<file path="config.mk">
export PLATFORM = sky130hd
export DESIGN_NAME = epr_sequencer
export DESIGN_NICKNAME = d
export VERILOG_FILES = /design/src/hdl/epr_pkg.sv /design/src/hdl/epr_tick_if.sv /design/src/hdl/epr_sequencer.sv /design/src/hdl/epr_ms_tick.sv
export SDC_FILE = /design/constraint.sdc
export NUM_CORES = 1
export LEC_CHECK = 0
export ABC_AREA = 1
export ABC_CLOCK_PERIOD_IN_PS = 3500
export BUFFER_PORTS_ARGS = -buffer_cell sky130_fd_sc_hd__buf_2
export CORE_UTILIZATION = 55
export CTS_BUF_LIST = sky130_fd_sc_hd__clkbuf_4 sky130_fd_sc_hd__clkbuf_8
export CTS_CLUSTER_SIZE = 30
export DETAILED_ROUTE_END_ITERATION = 6
export PLACE_DENSITY = 0.79
export SLEW_MARGIN = 10
export SYNTH_ARGS = -nofsm -noshare
export SYNTH_HDL_FRONTEND = slang
export SYNTH_SLANG_ARGS = --single-unit
export TNS_END_PERCENT = 5
</file>
<file path="constraint.sdc">
create_clock -name pclk -period 3.5 [get_ports pclk]
set_input_delay 1.05 -clock pclk [delete_from_list [all_inputs] [get_ports pclk]]
set_output_delay 1.05 -clock pclk [all_outputs]
set_load 0.02 [all_outputs]
</file>
<file path="src/hdl/epr_pkg.sv">
// Package: constants, register map and types for the pack power and reset sequencer
package epr_pkg;

  localparam int unsigned CLK_HZ        = 20000000;
  localparam int unsigned RST_DEF_MS    = 100;
  localparam int unsigned CYC_PER_MS    = CLK_HZ / 1000;
  localparam logic [15:0] RST_MS_RESET  = RST_DEF_MS[15:0];

  localparam logic [7:0]  ADDR_CTRL     = 8'h00;
  localparam logic [7:0]  ADDR_STATUS   = 8'h04;
  localparam logic [7:0]  ADDR_IRQ_STAT = 8'h08;
  localparam logic [7:0]  ADDR_IRQ_MASK = 8'h0C;
  localparam logic [7:0]  ADDR_RST_LEN  = 8'h10;

  localparam int unsigned CTRL_GRANT    = 0;
  localparam int unsigned CTRL_LINK_EN  = 1;
  localparam int unsigned ST_PRESENT    = 0;
  localparam int unsigned ST_GRANT      = 1;
  localparam int unsigned ST_RESET      = 2;
  localparam int unsigned ST_FAULT      = 3;
  localparam int unsigned ST_IRQ_IN     = 4;
  localparam int unsigned ST_BATT_GOOD  = 5;
  localparam int unsigned ST_SEQ_LSB    = 8;

  localparam int unsigned EV_INSERT     = 0;
  localparam int unsigned EV_REMOVE     = 1;
  localparam int unsigned EV_PACK_IRQ   = 2;
  localparam int unsigned EV_FAULT      = 3;
  localparam int unsigned EV_RST_DONE   = 4;
  localparam int unsigned EV_W          = 5;

  localparam logic [31:0] ZERO_WORD     = 32'h0000_0000;
  localparam logic [4:0]  EV_ZERO       = 5'h00;
  localparam logic [15:0] MS_ZERO       = 16'h0000;
  localparam logic [15:0] MS_ONE        = 16'h0001;
  localparam logic [14:0] CYC_ZERO      = 15'h0000;
  localparam logic [14:0] CYC_LAST      = 15'(CYC_PER_MS - 1);

  typedef enum logic [1:0] {
    SEQ_ABSENT  = 2'b00,
    SEQ_IDLE    = 2'b01,
    SEQ_RESET   = 2'b10,
    SEQ_RUN     = 2'b11
  } epr_seq_type;

endpackage

</file>
<file path="src/hdl/epr_tick_if.sv">
// Interface: millisecond tick between divider and sequencer
`timescale 1ns/1ps
interface epr_tick_if;
  logic clear;
  logic tick;
  modport divider (input clear, output tick);
  modport user    (output clear, input tick);
endinterface

</file>
<file path="src/hdl/epr_sequencer.sv">
// Pack presence, power grant and reset sequencer with APB registers
//
// Summary of operation
// (RULE_01) The pack raises its interrupt line high to ask for service; a low line means no request.
// (RULE_02) After the grant rises for a newly inserted pack, reset is driven high for 100 ms by default, then low.
// (RULE_03) Reset stays low at all times apart from that single post-grant pulse; the code pulses it again on each re-grant.
// (RULE_04) Software sets the reset pulse length in milliseconds; it resets to 100.
// (RULE_05) The pack runs only identification while the grant is low and full power once it is high.
// (RULE_06) The pack judges attachment from supply, ground and the grant.
// (RULE_07) The pack ties the presence lines low; low reads as inserted and high as removed.
// (RULE_08) Insertion on the presence lines sets an interrupt.
// (RULE_09) Removal on the presence lines sets an interrupt.
// (RULE_10) No grant, reset or link enable reaches the pack until presence shows insertion.
// (RULE_11) Interface buffers idle when no pack is present; the pack keeps its inputs at defined levels.
// (RULE_12) The pack drives battery-good low when its battery falls below the trip point.
// (RULE_13) A pack using wait states keeps them short.
// (RULE_14) A battery fault from the pack forces the grant low.
// (RULE_15) The reset pulse is timed by a counter started at the grant edge, cleared on grant or presence loss.
// (RULE_16) The pack holds its logic in reset while reset is high or the grant is low.
//
// The placing of the registers and the APB slave port were decided locally.
`timescale 1ns/1ps
module epr_sequencer
  import epr_pkg::*;
(
  input  wire logic        pclk,
  input  wire logic        presetn,
  input  wire logic        psel,
  input  wire logic        penable,
  input  wire logic        pwrite,
  input  wire logic [7:0]  paddr,
  input  wire logic [31:0] pwdata,
  output logic      [31:0] prdata,
  output logic             pready,
  output logic             pslverr,
  input  wire logic [1:0]  pack_present_n,
  input  wire logic        pack_irq,
  input  wire logic        pack_battery_fault,
  input  wire logic        ext_battery_good,
  output logic             pack_power_grant,
  output logic             pack_reset,
  output logic             pack_link_en,
  output logic             irq
);

  typedef struct packed {
    epr_seq_type seq;
    logic        present;
    logic        irq_in;
    logic        fault;
    logic        grant_req;
    logic        link_req;
    logic        grant;
    logic        reset;
    logic        link_en;
    logic [15:0] rst_len;
    logic [15:0] ms_left;
    logic [4:0]  ev_stat;
    logic [4:0]  ev_mask;
    logic [31:0] rdata;
    logic        ready;
    logic        slverr;
    logic        irq;
  } epr_state_type;

  epr_state_type r;
  epr_state_type next_r;
  epr_tick_if    tk ();

  epr_ms_tick u_ms_tick (
    .pclk    (pclk),
    .presetn (presetn),
    .tk      (tk)
  );

  logic        present_now;
  logic        access;
  logic        wr;
  logic        rd;
  logic [4:0]  ev_set;
  logic [4:0]  ev_clr;
  logic [31:0] status_word;

  // Both contacts must be low before the pack counts as mated
  assign present_now = ~pack_present_n[0] & ~pack_present_n[1]; // [RULE_07]
  assign access      = psel & penable & ~r.ready;
  assign wr          = access & pwrite;
  assign rd          = access & ~pwrite;
  // Counter restarts on every grant edge
  assign tk.clear    = (r.seq != SEQ_RESET) || (next_r.seq != SEQ_RESET); // [RULE_15]

  always_comb begin
    status_word                   = ZERO_WORD;
    status_word[ST_PRESENT]       = r.present;
    status_word[ST_GRANT]         = r.grant;
    status_word[ST_RESET]         = r.reset;
    status_word[ST_FAULT]         = r.fault;
    status_word[ST_IRQ_IN]        = r.irq_in;
    status_word[ST_BATT_GOOD]     = ext_battery_good;
    status_word[ST_SEQ_LSB +: 2]  = r.seq;
  end

  always_comb begin
    next_r         = r;
    next_r.present = present_now;
    next_r.irq_in  = pack_irq;
    next_r.fault   = pack_battery_fault;
    ev_set         = EV_ZERO;
    ev_clr         = EV_ZERO;
    next_r.ready   = 1'b0;
    next_r.slverr  = 1'b0;

    if (present_now && !r.present) begin
      ev_set[EV_INSERT] = 1'b1; // [RULE_08]
    end
    if (!present_now && r.present) begin
      ev_set[EV_REMOVE] = 1'b1; // [RULE_09]
    end
    if (pack_irq && !r.irq_in && r.present) begin
      ev_set[EV_PACK_IRQ] = 1'b1; // [RULE_01]
    end
    if (pack_battery_fault && !r.fault && r.present) begin
      ev_set[EV_FAULT] = 1'b1;
    end

    // APB slave, answers one cycle into the access phase
    if (access) begin
      next_r.ready = 1'b1;
      next_r.rdata = ZERO_WORD;
      unique case (paddr)
        ADDR_CTRL: begin
          if (wr) begin
            next_r.grant_req = pwdata[CTRL_GRANT];
            next_r.link_req  = pwdata[CTRL_LINK_EN];
          end
          next_r.rdata[CTRL_GRANT]   = r.grant_req;
          next_r.rdata[CTRL_LINK_EN] = r.link_req;
        end
        ADDR_STATUS: begin
          next_r.rdata = status_word;
        end
        ADDR_IRQ_STAT: begin
          if (wr) begin
            ev_clr = pwdata[EV_W-1:0];
          end
          next_r.rdata[EV_W-1:0] = r.ev_stat;
        end
        ADDR_IRQ_MASK: begin
          if (wr) begin
            next_r.ev_mask = pwdata[EV_W-1:0];
          end
          next_r.rdata[EV_W-1:0] = r.ev_mask;
        end
        ADDR_RST_LEN: begin
          if (wr) begin
            next_r.rst_len = (pwdata[15:0] == MS_ZERO) ? MS_ONE : pwdata[15:0]; // [RULE_04]
          end
          next_r.rdata[15:0] = r.rst_len;
        end
        default: begin
          next_r.slverr = 1'b1;
        end
      endcase
    end

    // Sequencer for grant and reset pulse
    unique case (r.seq)
      SEQ_ABSENT: begin
        next_r.grant_req = 1'b0;
        if (r.present) begin
          next_r.seq = SEQ_IDLE; // [RULE_10]
        end
      end
      SEQ_IDLE: begin
        if (!r.present) begin
          next_r.seq = SEQ_ABSENT;
        end else if (r.grant_req && !r.fault) begin
          next_r.seq     = SEQ_RESET; // [RULE_02]
          next_r.ms_left = r.rst_len;
        end
      end
      SEQ_RESET: begin
        if (!r.present || !r.grant_req || r.fault) begin
          next_r.seq     = r.present ? SEQ_IDLE : SEQ_ABSENT; // [RULE_15]
          next_r.ms_left = MS_ZERO;
        end else if (tk.tick) begin
          if (r.ms_left == MS_ONE) begin
            next_r.seq            = SEQ_RUN; // [RULE_02]
            ev_set[EV_RST_DONE]   = 1'b1;
            next_r.ms_left        = MS_ZERO;
          end else begin
            next_r.ms_left = r.ms_left - MS_ONE;
          end
        end
      end
      SEQ_RUN: begin
        if (!r.present) begin
          next_r.seq = SEQ_ABSENT;
        end else if (!r.grant_req || r.fault) begin
          next_r.seq = SEQ_IDLE;
        end
      end
    endcase

    // A battery fault drops the grant and the request with it
    if (r.fault) begin
      next_r.grant_req = 1'b0; // [RULE_14]
    end

    next_r.grant   = r.present && !r.fault &&
                     (next_r.seq == SEQ_RESET || next_r.seq == SEQ_RUN); // [RULE_14]
    next_r.reset   = r.present && (next_r.seq == SEQ_RESET); // [RULE_03]
    next_r.link_en = r.present && r.link_req; // [RULE_10] [RULE_11]

    // Set wins over a clear in the same cycle
    next_r.ev_stat = (r.ev_stat & ~ev_clr) | ev_set;
    next_r.irq     = |(next_r.ev_stat & next_r.ev_mask);
  end

  always_ff @(posedge pclk or negedge presetn) begin
    if (!presetn) begin
      r         <= '0;
      r.seq     <= SEQ_ABSENT;
      r.rst_len <= RST_MS_RESET; // [RULE_04]
    end else begin
      r <= next_r;
    end
  end

  assign prdata           = r.rdata;
  assign pready           = r.ready;
  assign pslverr          = r.slverr;
  assign pack_power_grant = r.grant;
  assign pack_reset       = r.reset;
  assign pack_link_en     = r.link_en;
  assign irq              = r.irq;

endmodule

</file>
<file path="src/hdl/epr_ms_tick.sv">
// Divider that makes a one-cycle pulse each millisecond
`timescale 1ns/1ps
module epr_ms_tick
  import epr_pkg::*;
(
  input  wire logic        pclk,
  input  wire logic        presetn,
  epr_tick_if.divider      tk
);

  typedef struct packed {
    logic [14:0] count;
    logic        tick;
  } epr_div_type;

  epr_div_type r;
  epr_div_type next_r;

  always_comb begin
    next_r      = r;
    next_r.tick = 1'b0;
    if (tk.clear) begin
      next_r.count = CYC_ZERO;
    end else if (r.count == CYC_LAST) begin
      next_r.count = CYC_ZERO;
      next_r.tick  = 1'b1;
    end else begin
      next_r.count = r.count + 15'h0001;
    end
  end

  always_ff @(posedge pclk or negedge presetn) begin
    if (!presetn) begin
      r <= '0;
    end else begin
      r <= next_r;
    end
  end

  assign tk.tick = r.tick;

endmodule

</file>
==> PnR_summary.wiki, run 1 <==
{| class="wikitable"
! Metric !! Value
|-
| Peak supply drop || 0.000241 V
|-
| First-pass DRT Iterations || 4
|-
| Total Nets Final || 694
|-
| Count of yosys warnings during synthesis || 0
|-
| Number of flops mapped to enable cells by yosys || 0
|-
| Via count of the first global-routing pass || 3771
|-
| # fillers || 741
|-
| Hold_ws || 0.469 ns
|-
| P&R area growth vs syn || 7.76%
|-
| Avg Cell Area, Syn || 8.08 um^2
|-
| Endpoints failing hold || 0
|-
| TritonCTS Sinks || 87
|-
| Crit-path max FO || 17
|-
| Per-cell via count in the routed design || 5.23
|-
| Number of cells traversed by the worst hold path || 1
|-
| Overall via count from detail_route || 3924
|-
| Crit path time final || 2.36 ns
|-
| Aggregate routed wire length || 10300 um
|-
| Clock transition at the registers of the reported paths || 0.09 ns
|-
| Slew of the pin with the lowest slew margin || 1.08 ns
|-
| Count of antenna diodes in the layout || 0
|-
| Total Die Area || 0.00921 mm^2
|-
| # IOs || 88
|-
| Initial Util || 0.579
|-
| Post-synth ARST share || 1.00
|-
| Setup violations, final || 0
|-
| Worst path arrival time || 2.64 ns
|-
| Max-slew violation total from the final report || 0
|-
| Kind of capture point of the worst setup path || flip-flop
|-
| Path type of the worst min-delay path || flip-flop to flip-flop
|-
| Required time of the critical path || 3.78 ns
|-
| Routed wire length per instance || 13.7 um
|-
| Sequential cell area || 0.00218 mm^2
|-
| Setup slack after placement || 0.789 ns
|-
| PwrDens || 379 mW/mm^2
|-
| Floorplan Core Area || 0.00838 mm^2
|-
| Number of port buffers || 55
|-
| Buffers from clock root to sink, at most || 2
|-
| Residual DRC || 0
|-
| # hold bufs at CTS || 0
|-
| Global-route wire length before repair || 17500 um
|-
| Post-route clock period utilization || 0.674
|-
| Multi-input combinational cell area || 0.00216 mm^2
|-
| Cell type contributing the most total cell area after synthesis || sky130_fd_sc_hd__dfrtp_1
|-
| Crit path largest cell delay || 0.42 ns
|-
| H-tree depth || 3
|-
| Die Ht || 96.0 um
|-
| Critical path, cell by cell || buf_2, inv_1, nand2_2, nor2_2, nand4_2, nor2_4, inv_2, o21ai_0
|-
| Setup TNS || 0 ns
|-
| Static leakage || 2.56 nW
|-
| Global routing usage summed across all routing layers || 0.250
|-
| Final Power || 1.98 mW
|-
| Maximum clock rate || 424 MHz
|-
| Run status || complete, no violations
|-
| Row count || 33
|-
| Root buffer cell || sky130_fd_sc_hd__clkbuf_8
|-
| Detailed router's first-iteration violation count || 212
|-
| Antenna Violating Nets Remaining || 0
|-
| Synth area leaders || sky130_fd_sc_hd__dfrtp_1, sky130_fd_sc_hd__nand2_1, sky130_fd_sc_hd__nor2_1, sky130_fd_sc_hd__buf_4, sky130_fd_sc_hd__inv_1
|-
| Total of cells resized after clock tree synthesis || 0
|-
| GRT Residual Overflow || 0
|-
| RD Place Congestion || 0.862
|-
| CTS tree || yes
|-
| Gate count after technology mapping || 601
|-
| Setup repair after global routing missed its margin || false
|-
| Cell with the most instances after synthesis || sky130_fd_sc_hd__nand2_1
|-
| Sequential share of the synthesized area || 0.449
|-
| Slowest stage cell, crit path || sky130_fd_sc_hd__nor2_4
|-
| Detailed Place HPWL || 7760 um
|-
| Mapped Area || 0.00486 mm^2
|-
| Clock insertion delay at the later pin of the skew report || 0.36 ns
|-
| MaxCap Viol Count || 0
|-
| DIE WIDTH || 96.0 um
|-
| Sort of element at the start of the critical path || primary input
|-
| Synth top area share || 0.433
|-
| Most common library cells after synthesis || sky130_fd_sc_hd__nand2_1, sky130_fd_sc_hd__dfrtp_1, sky130_fd_sc_hd__nor2_1, sky130_fd_sc_hd__inv_1, sky130_fd_sc_hd__buf_4
|-
| Post-CTS Setup Repair Bufs || 0
|-
| Flop and latch count out of synthesis || 87
|-
| Maximum number of pins on one net before global-route repair || 88
|-
| Layout cells sized above 1 || 0.206
|-
| Ys flop type || sky130_fd_sc_hd__dfrtp_1
|-
| Placed insts || 735
|-
| Worst max-slew margin expressed relative to the limit || 0.281
|-
| Initial antenna violation count || 0
|-
| Reg2Reg Depth || 8
|-
| Yosys cell types || 44
|-
| Clock skew after layout || 0.00737 ns
|-
| Setup WS post-layout || 1.14 ns
|-
| TritonCTS Buffers || 9
|-
| Worst Setup Path Type || primary input to flip-flop
|-
| Number of standard cells in the final layout excluding fillers || 751
|}
critical path, delay by kind of cell:
family	cells	cell delay, ns
AOI/OAI and AO/OA	1	0.21
buffers and inverters	3	0.39
and+or+nand+nor	4	0.98
report_power, final:
group	total (mW)	internal, mW	switching (mW)
clock	0.800	0.425	0.374
combinational	0.146	0.0403	0.106
sequential	1.04	1.02	0.0130
registers in the layout, indices dropped and copies added (netlist names):
signal	count
irq	1
r	49
pack_power_grant	1
pready	1
pslverr	1
u_ms_tick.r	15
pack_reset	1
prdata	16
pack_link_en	1
u_ms_tick.tk.tick	1
metal layers:
layer  global-route usage  up-vias  wire, um
li1                     -     1938         -
met1                0.331     1860      4580
met2                0.410      111      5050
met4               0.0784        0       133
met3               0.0569       15       548
met5                    0        -         0
per-stage QoR:
stage          utilization  instance area, um^2
3_5_place_dp         0.597                 5000
3_3_place_gp         0.597                 5000
4_1_cts              0.624                 5230
2_1_floorplan            -                 4910
6_report             0.624                 5230
5_1_grt              0.624                 5230
area by class of cell:
class | count | share of cell area
clock inverters | 6 | 0.0172
clock buffers | 10 | 0.0263
inverters | 62 | 0.0459
flip-flops and latches | 87 | 0.417
multi-input cells | 424 | 0.413
well taps | 105 | 0.0251
repair buffers | 57 | 0.0560
layout by cell type, fill, tap and decap left out, types with 2 or more instances in the layout:
cell type | netlist | routed
sky130_fd_sc_hd__a21oi_1 | 25 | 25
sky130_fd_sc_hd__nand2_4 | 4 | 4
sky130_fd_sc_hd__a21oi_2 | 14 | 14
sky130_fd_sc_hd__nor4_1 | 3 | 3
sky130_fd_sc_hd__inv_6 | 1 | 3
sky130_fd_sc_hd__xor2_1 | 12 | 12
sky130_fd_sc_hd__bufinv_16 | 0 | 2
sky130_fd_sc_hd__clkbuf_8 | 0 | 10
sky130_fd_sc_hd__nor2_2 | 5 | 5
sky130_fd_sc_hd__o31ai_1 | 3 | 3
sky130_fd_sc_hd__nand2_1 | 154 | 154
sky130_fd_sc_hd__conb_1 | 1 | 16
sky130_fd_sc_hd__nand2_2 | 4 | 4
sky130_fd_sc_hd__inv_2 | 3 | 3
sky130_fd_sc_hd__o21ai_2 | 6 | 6
sky130_fd_sc_hd__dfstp_2 | 3 | 3
sky130_fd_sc_hd__nand3_1 | 26 | 26
sky130_fd_sc_hd__dfrtp_1 | 84 | 84
sky130_fd_sc_hd__ha_1 | 3 | 3
sky130_fd_sc_hd__buf_2 | 3 | 54
sky130_fd_sc_hd__o21ai_1 | 2 | 2
sky130_fd_sc_hd__buf_4 | 33 | 3
sky130_fd_sc_hd__a22oi_2 | 2 | 2
sky130_fd_sc_hd__nand4_1 | 8 | 8
sky130_fd_sc_hd__nand3_2 | 2 | 2
sky130_fd_sc_hd__inv_1 | 57 | 57
sky130_fd_sc_hd__nor2_1 | 79 | 79
sky130_fd_sc_hd__nand4_2 | 2 | 2
sky130_fd_sc_hd__o21ai_0 | 24 | 24
sky130_fd_sc_hd__nor3_1 | 9 | 9
sky130_fd_sc_hd__xnor2_1 | 4 | 4
sky130_fd_sc_hd__nor2_4 | 8 | 8
logic make-up (layout without fill, tap and decap cells):
group / after synthesis / after routing / share of synthesized area
other: 1 / 16 / 0.000772
flip-flops: 87 / 87 / 0.449
buffers and inverters: 105 / 135 / 0.118
adder cells (fa/ha/maj): 3 / 3 / 0.00773
AND/OR/NAND/NOR: 310 / 310 / 0.293
XOR/XNOR: 16 / 16 / 0.0289
AO/OA/AOI/OAI: 79 / 79 / 0.103
final timing paths:
check                                              start                        to  slack (ns)
worst max-delay path                            paddr[0]         r[63]$_DFFE_PN1P_        1.14
worst min-delay path            u_ms_tick.r[1]$_DFF_PN0_  u_ms_tick.r[1]$_DFF_PN0_        0.47
worst max register to register           r[85]$_DFF_PN0_         r[55]$_DFFE_PN0P_        1.66
worst min register to register  u_ms_tick.r[1]$_DFF_PN0_  u_ms_tick.r[1]$_DFF_PN0_        0.47
max in group asynchronous                        presetn         r[63]$_DFFE_PN1P_        1.87
min in group asynchronous                        presetn    prdata[14]$_DFFE_PN0N_        0.87
Power figures use the tool's default switching activity.
==> inputs of run 2 (changes only) <==
--- a/config.mk
+++ b/config.mk
@@ -5,14 +5,14 @@
 export SDC_FILE = /design/constraint.sdc
 export NUM_CORES = 1
 export LEC_CHECK = 0
-export ABC_AREA = 1
-export ABC_CLOCK_PERIOD_IN_PS = 3500
+export ABC_AREA = 0
+export ABC_CLOCK_PERIOD_IN_PS = 2450
 export BUFFER_PORTS_ARGS = -buffer_cell sky130_fd_sc_hd__buf_2
 export CORE_UTILIZATION = 55
 export CTS_BUF_LIST = sky130_fd_sc_hd__clkbuf_4 sky130_fd_sc_hd__clkbuf_8
 export CTS_CLUSTER_SIZE = 30
 export DETAILED_ROUTE_END_ITERATION = 6
-export PLACE_DENSITY = 0.79
+export PLACE_DENSITY = 0.8
 export SLEW_MARGIN = 10
 export SYNTH_ARGS = -nofsm -noshare
 export SYNTH_HDL_FRONTEND = slang
==> constraint.sdc (replaced) <==
create_clock -name pclk -period 2.45 [get_ports pclk]
set_input_delay 0.735 -clock pclk [delete_from_list [all_inputs] [get_ports pclk]]
set_output_delay 0.735 -clock pclk [all_outputs]
set_load 0.02 [all_outputs]
==> run 2 against run 1 <==
Compared with the run above:
- final cell count fell by 18%
- wire length fell by 5.9%
- global-route usage decreased by 0.85 points
- largest cell class unchanged
- clock skew rose by 0.0071 ns
- via count is 10% lower
- clock power grew 28%
- synthesized area down 7.5%
- critical path type unchanged
- die area down 7.3%
- hold slack got worse by 0.17 ns
- non-clock buffer count rose by 29
==> PnR_summary.wiki, run 2 <==
{| class="wikitable"
! Metric !! Value
|-
| Run status || complete, no violations (unchanged)
|-
| DIE WIDTH || 92.4 um (was 96.0 um)
|-
| GRT Residual Overflow || 0 (unchanged)
|-
| Detailed router's first-iteration violation count || 313 (was 212)
|-
| Number of port buffers || 55 (unchanged)
|-
| Commonest non-fill, non-tap cells in the layout || sky130_fd_sc_hd__dfrtp_1, sky130_fd_sc_hd__nand2_1, sky130_fd_sc_hd__buf_2, sky130_fd_sc_hd__nor2_1, sky130_fd_sc_hd__buf_4 (was sky130_fd_sc_hd__nand2_1, sky130_fd_sc_hd__dfrtp_1, sky130_fd_sc_hd__nor2_1, sky130_fd_sc_hd__inv_1, sky130_fd_sc_hd__buf_2)
|-
| Detailed-routing wirelength on met1 || 4320 um (was 4580 um)
|-
| # fillers || 618 (was 741)
|-
| Yosys cell types || 56 (was 44)
|-
| Clock skew after layout || 0.0145 ns (was 0.00737 ns)
|-
| Register with the highest flop count || r (unchanged)
|-
| Post-CTS Setup Repair Bufs || 0 (unchanged)
|-
| Required time of the critical path || 2.69 ns (was 3.78 ns)
|-
| PwrDens || 518 mW/mm^2 (was 379 mW/mm^2)
|-
| Overall via count from detail_route || 3533 (was 3924)
|-
| Total Die Area || 0.00853 mm^2 (was 0.00921 mm^2)
|-
| Crit-path max FO || 5 (was 17)
|-
| Global routing usage summed across all routing layers || 0.242 (was 0.250)
|-
| Sequential share of the synthesized area || 0.485 (was 0.449)
|-
| Setup WS post-layout || 0.169 ns (was 1.14 ns)
|-
| RD Place Congestion || 0.882 (was 0.862)
|-
| Global-route wire length before repair || 16100 um (was 17500 um)
|-
| Hold_ws || 0.296 ns (was 0.469 ns)
|-
| Number of flops mapped to enable cells by yosys || 0 (unchanged)
|-
| Gate count after technology mapping || 449 (was 601)
|-
| Cell type contributing the most total cell area after synthesis || sky130_fd_sc_hd__dfrtp_1 (unchanged)
|-
| Slew of the pin with the lowest slew margin || 0.617 ns (was 1.08 ns)
|-
| Total Nets Final || 564 (was 694)
|-
| Kind of capture point of the worst setup path || flip-flop (unchanged)
|-
| Routed wire length per instance || 15.7 um (was 13.7 um)
|-
| R2r setup slk || 0.28 ns (was 1.66 ns)
|-
| Per-cell via count in the routed design || 5.72 (was 5.23)
|-
| Layout cells sized above 1 || 0.260 (was 0.206)
|-
| Count of antenna diodes in the layout || 0 (unchanged)
|-
| Clock transition at the registers of the reported paths || 0.09 ns (about the same)
|-
| Peak supply drop || 0.000353 V (was 0.000241 V)
|-
| Worst Setup Path Type || primary input to flip-flop (unchanged)
|-
| P&R area growth vs syn || 13.7% (was 7.76%)
|-
| Mapped Area || 0.00449 mm^2 (was 0.00486 mm^2)
|-
| Crit path time final || 2.28 ns
|-
| Die Ht || 92.4 um (was 96.0 um)
|-
| Sequential cell area || 0.00218 mm^2 (unchanged)
|-
| Setup violations, final || 0 (unchanged)
|-
| Maximum number of pins on one net before global-route repair || 43 (was 88)
|-
| CTS tree || yes (unchanged)
|-
| First-pass DRT Iterations || 5 (was 4)
|-
| Cell with the most instances after synthesis || sky130_fd_sc_hd__dfrtp_1 (was sky130_fd_sc_hd__nand2_1)
|-
| Most common library cell in the layout ignoring fill and taps || sky130_fd_sc_hd__dfrtp_1 (was sky130_fd_sc_hd__nand2_1)
|-
| Post-route clock period utilization || 0.931
|-
| Max-slew violation total from the final report || 0 (unchanged)
|-
| Count of yosys warnings during synthesis || 0 (unchanged)
|-
| H-tree depth || 3 (unchanged)
|-
| Via count of the first global-routing pass || 3308 (was 3771)
|-
| # IOs || 88 (unchanged)
|-
| Detailed Place HPWL || 7180 um (was 7760 um)
|-
| Antenna Violating Nets Remaining || 0 (unchanged)
|-
| Number of flip-flops in the largest register || 49 (unchanged)
|-
| Ys flop type || sky130_fd_sc_hd__dfrtp_1 (unchanged)
|-
| Floorplan Core Area || 0.00781 mm^2 (was 0.00838 mm^2)
|-
| Path type of the worst min-delay path || primary input to asynchronous set/reset pin (was flip-flop to flip-flop)
|-
| Clock insertion delay at the later pin of the skew report || 0.36 ns (about the same)
|-
| Total length of routed met2 wires || 4790 um (was 5050 um)
|-
| TritonCTS Sinks || 87 (unchanged)
|-
| Post-synth ARST share || 1.00 (unchanged)
|-
| Buffers from clock root to sink, at most || 2 (unchanged)
|-
| Residual DRC || 0 (unchanged)
|-
| # hold bufs at CTS || 0 (unchanged)
|-
| MaxCap Viol Count || 0 (unchanged)
|-
| Maximum clock rate || 438 MHz
|-
| Routed wire length on met3 || 522 um (was 548 um)
|-
| Multi-input combinational cell area || 0.00196 mm^2 (was 0.00216 mm^2)
|-
| Worst max-slew margin expressed relative to the limit || 0.585 (was 0.281)
|-
| Setup repair after global routing missed its margin || false (unchanged)
|-
| Row count || 32 (was 33)
|-
| Total of cells resized after clock tree synthesis || 0 (unchanged)
|-
| Static leakage || 2.46 nW (was 2.56 nW)
|-
| Aggregate routed wire length || 9710 um (was 10300 um)
|-
| Initial Util || 0.575 (was 0.579)
|-
| Setup slack after placement || -0.0951 ns (was 0.789 ns)
|-
| Endpoints failing hold || 0 (unchanged)
|-
| Setup TNS || 0 ns (unchanged)
|-
| Flop and latch count out of synthesis || 87 (unchanged)
|-
| Synth area leaders || sky130_fd_sc_hd__dfrtp_1, sky130_fd_sc_hd__buf_4, sky130_fd_sc_hd__nand2_1, sky130_fd_sc_hd__mux2_2, sky130_fd_sc_hd__a22o_1 (was sky130_fd_sc_hd__dfrtp_1, sky130_fd_sc_hd__nand2_1, sky130_fd_sc_hd__nor2_1, sky130_fd_sc_hd__buf_4, sky130_fd_sc_hd__inv_1)
|-
| TritonCTS Buffers || 9 (unchanged)
|-
| Most common library cells after synthesis || sky130_fd_sc_hd__dfrtp_1, sky130_fd_sc_hd__nand2_1, sky130_fd_sc_hd__nor2_1, sky130_fd_sc_hd__buf_4, sky130_fd_sc_hd__o21ai_0 (was sky130_fd_sc_hd__nand2_1, sky130_fd_sc_hd__dfrtp_1, sky130_fd_sc_hd__nor2_1, sky130_fd_sc_hd__inv_1, sky130_fd_sc_hd__buf_4)
|-
| Sort of element at the start of the critical path || primary input (unchanged)
|-
| Worst path arrival time || 2.52 ns (was 2.64 ns)
|-
| Synth top area share || 0.468 (was 0.433)
|-
| Initial antenna violation count || 0 (unchanged)
|-
| Max Used Layer || met4 (unchanged)
|-
| Avg Cell Area, Syn || 10.0 um^2 (was 8.08 um^2)
|-
| Root buffer cell || sky130_fd_sc_hd__clkbuf_8 (unchanged)
|}
run 2: cell types whose count changed in the layout (fill, tap and decap cells not counted), moves of 9 or more:
| cell | change |
|---|---|
| sky130_fd_sc_hd__nand2_1 | -100 |
| sky130_fd_sc_hd__a21oi_1 | -18 |
| sky130_fd_sc_hd__inv_1 | -40 |
| sky130_fd_sc_hd__nand3_1 | -9 |
| sky130_fd_sc_hd__mux2_2 | +16 |
| sky130_fd_sc_hd__buf_4 | +24 |
| sky130_fd_sc_hd__a21oi_2 | -14 |
| sky130_fd_sc_hd__nor2_1 | -44 |
| sky130_fd_sc_hd__a22o_1 | +15 |
run 2: critical path, stage by stage:
cell                      delay (ns)
sky130_fd_sc_hd__buf_2          0.10
sky130_fd_sc_hd__or4_4          0.58
sky130_fd_sc_hd__nor4_4         0.17
sky130_fd_sc_hd__buf_4          0.22
sky130_fd_sc_hd__mux2i_1        0.33
sky130_fd_sc_hd__o22ai_2        0.14
sky130_fd_sc_hd__a211o_1        0.23
run 2: logic make-up (layout without fill, tap and decap cells):
logic type,count (synthesis),in the layout,share of synthesized area
xor+xnor,13,13,0.0253
flops,87,87,0.485
simple gates,178,178,0.214
other cells,1,16,0.000835
mux,22,22,0.0537
buf+inv,68,120,0.0925
compound gates,77,77,0.120
fa+ha+maj,3,3,0.00836
run 2: final timing paths:
kind / startpoint / endpoint / depth (start not counted)
worst max-delay path: paddr[5] / irq$_DFF_PN0_ / 7
worst min-delay path: presetn / u_ms_tick.r[10]$_DFF_PN0_ / 1
worst max register to register: r[82]$_DFF_PN0_ / r[53]$_DFFE_PN0P_ / 6
worst min register to register: prdata[14]$_DFFE_PN0N_ / prdata[14]$_DFFE_PN0N_ / 2
max in group asynchronous: presetn / r[67]$_DFFE_PN1P_ / 2
min in group pclk: prdata[14]$_DFFE_PN0N_ / prdata[14]$_DFFE_PN0N_ / 2
run 2: report_power, final:
part | internal, mW | switching [mW] | total (mW)
sequential | 1.45 | 0.0110 | 1.46
combinational | 0.0532 | 0.114 | 0.167
clock | 0.482 | 0.540 | 1.02
total | 1.98 | 0.665 | 2.65
run 2: area by class of cell:
type,instances,area share
Tap cell,102,0.0250
Clock buffer,9,0.0242
Clock inverter,7,0.0154
Timing Repair Buffer,86,0.112
Inverter,18,0.0132
Multi-Input combinational cell,309,0.383
Sequential cell,87,0.427
run 2: through the flow:
stage	util	cell area [um^2]	std cells	power [mW]
final	0.654	5110	618	2.65
after global placement	0.628	4910	602	1.65
after CTS	0.654	5110	618	2.67
after floorplan	-	4560	464	1.58
after detailed placement	0.628	4910	602	1.66
after global routing	0.654	5110	618	2.76
run 2: routing by layer:
layer | up-vias | track usage
met5 | - | 0
met4 | 0 | 0.0833
met3 | 10 | 0.0402
met2 | 123 | 0.394
met1 | 1725 | 0.328
li1 | 1675 | -
==> inputs of run 3 (changes only) <==
--- a/config.mk
+++ b/config.mk
@@ -12,6 +12,7 @@
 export CTS_BUF_LIST = sky130_fd_sc_hd__clkbuf_4 sky130_fd_sc_hd__clkbuf_8
 export CTS_CLUSTER_SIZE = 30
 export DETAILED_ROUTE_END_ITERATION = 6
+export GPL_TIMING_DRIVEN = 0
 export PLACE_DENSITY = 0.8
 export SLEW_MARGIN = 10
 export SYNTH_ARGS = -nofsm -noshare
==> run 3 against run 2 <==
Compared with the run above:
- combinational power grew 7%
- hold slack lost 0.038 ns
- total power grew 0.77%
- global-route usage grew 0.41 points
- sequential share of layout area shrank 0.68 points
- clock power is essentially flat
- register-to-register slack lost 0.16 ns
- via count grew 0.71%
- critical endpoint unchanged
- largest cell class unchanged
- largest power group unchanged
- highest routed layer unchanged
==> PnR_summary.wiki, run 3 (synthesized netlist as in run 2, its figures left out) <==
{| class="wikitable"
! Metric !! Value
|-
| Global routing usage summed across all routing layers || 0.246 (was 0.242)
|-
| Clock skew after layout || 0.0118 ns (was 0.0145 ns)
|-
| Crit path time final || 2.41 ns (was 2.28 ns)
|-
| CTS tree || yes (unchanged)
|-
| Row count || 32 (unchanged)
|-
| P&R area growth vs syn || 15.5% (was 13.7%)
|-
| Proportion of power drawn by the clock network || 0.386 (about the same)
|-
| Residual DRC || 0 (unchanged)
|-
| Critical path depth || 7 (unchanged)
|-
| Count of buffer and inverter cells on the critical path || 2 (unchanged)
|-
| Slew of the pin with the lowest slew margin || 0.700 ns (was 0.617 ns)
|-
| Max-slew violation total from the final report || 0 (unchanged)
|-
| Reg-to-Reg End || r[57]$_DFFE_PN0P_ (was r[53]$_DFFE_PN0P_)
|-
| Flop pwr share || 0.547 (was 0.551)
|-
| # fillers || 643 (was 618)
|-
| Total Die Area || 0.00853 mm^2 (unchanged)
|-
| Total Nets Final || 582 (was 564)
|-
| Critical path's top delay family || simple AND/OR/NAND/NOR gates (unchanged)
|-
| Global-route wire length before repair || 16300 um (was 16100 um)
|-
| GRT Residual Overflow || 0 (unchanged)
|-
| Initial antenna violation count || 0 (unchanged)
|-
| Layout cells sized above 1 || 0.273 (was 0.260)
|-
| Worst max-slew margin expressed relative to the limit || 0.529 (was 0.585)
|-
| Part of the total power dissipated in combinational logic || 0.067 (was 0.063)
|-
| Buffers from clock root to sink, at most || 2 (unchanged)
|-
| Via count of the first global-routing pass || 3469 (was 3308)
|-
| Launch point of the worst path || paddr[5] (unchanged)
|-
| TritonCTS Buffers || 9 (unchanged)
|-
| Detailed Place HPWL || 7110 um (was 7180 um)
|-
| Slowest stage cell, crit path || sky130_fd_sc_hd__or4_4 (unchanged)
|-
| Power dissipated by switching net loads || 0.674 mW (was 0.665 mW)
|-
| Detailed router's first-iteration violation count || 327 (was 313)
|-
| Per-cell via count in the routed design || 5.59 (was 5.72)
|-
| Path type of the worst min-delay path || primary input to asynchronous set/reset pin (unchanged)
|-
| Required time of the critical path || 2.69 ns (about the same)
|-
| H-tree depth || 3 (unchanged)
|-
| Layout Utilization || 0.665 (was 0.654)
|-
| Initial Util || 0.575 (unchanged)
|-
| Commonest non-fill, non-tap cells in the layout || sky130_fd_sc_hd__dfrtp_1, sky130_fd_sc_hd__buf_2, sky130_fd_sc_hd__nand2_1, sky130_fd_sc_hd__nor2_1, sky130_fd_sc_hd__buf_4 (was sky130_fd_sc_hd__dfrtp_1, sky130_fd_sc_hd__nand2_1, sky130_fd_sc_hd__buf_2, sky130_fd_sc_hd__nor2_1, sky130_fd_sc_hd__buf_4)
|-
| Root buffer cell || sky130_fd_sc_hd__clkbuf_8 (unchanged)
|-
| Kind of capture point of the worst setup path || flip-flop (unchanged)
|-
| MaxCap Viol Count || 0 (unchanged)
|-
| Internal power || 2.00 mW (was 1.98 mW)
|-
| Sort of element at the start of the critical path || primary input (unchanged)
|-
| Run status || complete, no violations (unchanged)
|-
| Setup violations, final || 0 (unchanged)
|-
| Static leakage || 2.53 nW (was 2.46 nW)
|-
| Setup repair after global routing missed its margin || true (was false)
|-
| First-pass DRT Iterations || 7 (was 5)
|-
| Register with the highest flop count || r (unchanged)
|-
| Maximum number of pins on one net before global-route repair || 66 (was 43)
|-
| Aggregate routed wire length || 9580 um (was 9710 um)
|-
| Number of flip-flops in the largest register || 49 (unchanged)
|-
| Post-CTS Setup Repair Bufs || 0 (unchanged)
|-
| Worst Setup Path Type || primary input to flip-flop (unchanged)
|-
| Crit-path max FO || 8 (was 5)
|-
| Final Power || 2.67 mW (was 2.65 mW)
|-
| Net switching share of the total power || 0.253 (was 0.251)
|-
| Floorplan Core Area || 0.00781 mm^2 (unchanged)
|-
| Antenna Violating Nets Remaining || 0 (unchanged)
|-
| Number of port buffers || 53 (was 55)
|-
| Clock transition at the registers of the reported paths || 0.09 ns (about the same)
|-
| TritonCTS Sinks || 87 (unchanged)
|-
| Most common library cell in the layout ignoring fill and taps || sky130_fd_sc_hd__dfrtp_1 (unchanged)
|-
| Placed insts || 620 (was 602)
|-
| Crit path largest cell delay || 0.53 ns (was 0.58 ns)
|-
| DIE WIDTH || 92.4 um (unchanged)
|-
| Worst setup path endpoint || irq$_DFF_PN0_ (unchanged)
|-
| Routed wire length per instance || 15.1 um (was 15.7 um)
|-
| R2r setup slk || 0.12 ns (was 0.28 ns)
|-
| R2R Path Start || r[82]$_DFF_PN0_ (unchanged)
|-
| Reg2Reg Depth || 6 (unchanged)
|-
| Die Ht || 92.4 um (unchanged)
|-
| Number of standard cells in the final layout excluding fillers || 636 (was 618)
|-
| Maximum clock rate || 415 MHz (was 438 MHz)
|-
| Worst path arrival time || 2.65 ns (was 2.52 ns)
|-
| PwrDens || 514 mW/mm^2 (was 518 mW/mm^2)
|-
| Count of antenna diodes in the layout || 0 (unchanged)
|-
| RD Place Congestion || 0.937 (was 0.882)
|-
| Critical path, cell by cell || buf_2, or4_4, buf_8, nor4_4, mux2i_1, o22ai_2, a211o_1 (was buf_2, or4_4, nor4_4, buf_4, mux2i_1, o22ai_2, a211o_1)
|-
| Peak supply drop || 0.000305 V (was 0.000353 V)
|-
| Overall via count from detail_route || 3558 (was 3533)
|-
| Post-route clock period utilization || 0.982 (was 0.931)
|-
| # IOs || 88 (unchanged)
|-
| Clock insertion delay at the later pin of the skew report || 0.37 ns (was 0.36 ns)
|-
| Endpoints failing hold || 0 (unchanged)
|}
## run 3: cell types whose count changed in the layout (fill, tap and decap cells not counted), moves of 2 or more
cell	change
sky130_fd_sc_hd__buf_4	+7
sky130_fd_sc_hd__clkbuf_1	+7
sky130_fd_sc_hd__buf_12	-5
sky130_fd_sc_hd__clkinv_4	+4
sky130_fd_sc_hd__buf_2	+3
sky130_fd_sc_hd__buf_6	+3
sky130_fd_sc_hd__clkinvlp_4	-2
sky130_fd_sc_hd__inv_6	-2
## run 3: stage by stage
step           hold WS (ns)  worst slack (ns)  setup TNS, ns  area (um^2)
2_1_floorplan         0.439           -0.0180        -0.0180         4560
4_1_cts               0.259            0.0573              0         5190
3_3_place_gp          0.451            -0.269          -6.25         4950
3_5_place_dp          0.457            -0.330          -2.27         4980
5_1_grt               0.265           -0.0219        -0.0219         5190
6_report              0.258            0.0429              0         5190
## run 3: area by class of cell
class | instances | area, um^2 | share of cell area
flip-flops and latches | 87 | 2180 | 0.420
clock buffers | 9 | 124 | 0.0239
repair buffers | 54 | 295 | 0.0569
well taps | 102 | 128 | 0.0246
multi-input cells | 309 | 1960 | 0.378
clock inverters | 7 | 81.3 | 0.0157
plain buffers | 50 | 353 | 0.0680
inverters | 18 | 67.6 | 0.0130
## run 3: metal layers
metal,routed length [um],track usage
met5,0,0
met2,4610,0.395
met1,4220,0.332
met4,65,0.0729
met3,683,0.0575
## run 3: how the worst min path moves through the flow
stage                           start                endpoint  slack (ns)  depth (start not counted)
2_1_floorplan                 presetn           irq$_DFF_PN0_        0.44                          0
3_3_place_gp   prdata[15]$_DFFE_PN0N_  prdata[15]$_DFFE_PN0N_        0.45                          2
3_5_place_dp   prdata[10]$_DFFE_PN0N_  prdata[10]$_DFFE_PN0N_        0.46                          2
4_1_cts                       presetn       r[80]$_DFFE_PN0P_        0.26                          1
5_1_grt                       presetn       r[80]$_DFFE_PN0P_        0.26                          1
6_report                      presetn   prdata[1]$_DFFE_PN0N_        0.26                          1
## run 3: power by group through the flow
stage | Sequential, mW | Combinational [mW] | Clock [mW]
after global placement | 1.49 | 0.171 | 0
final | 1.46 | 0.178 | 1.03
after global routing | 1.46 | 0.199 | 1.11
after detailed placement | 1.49 | 0.180 | 0
after floorplan | 1.49 | 0.0916 | 0
after CTS | 1.46 | 0.180 | 1.05
## run 3: timing repair
item	CTS	global route
gates resized for setup	1	2
hold buffers	0	0
setup endpoints to repair	1	2
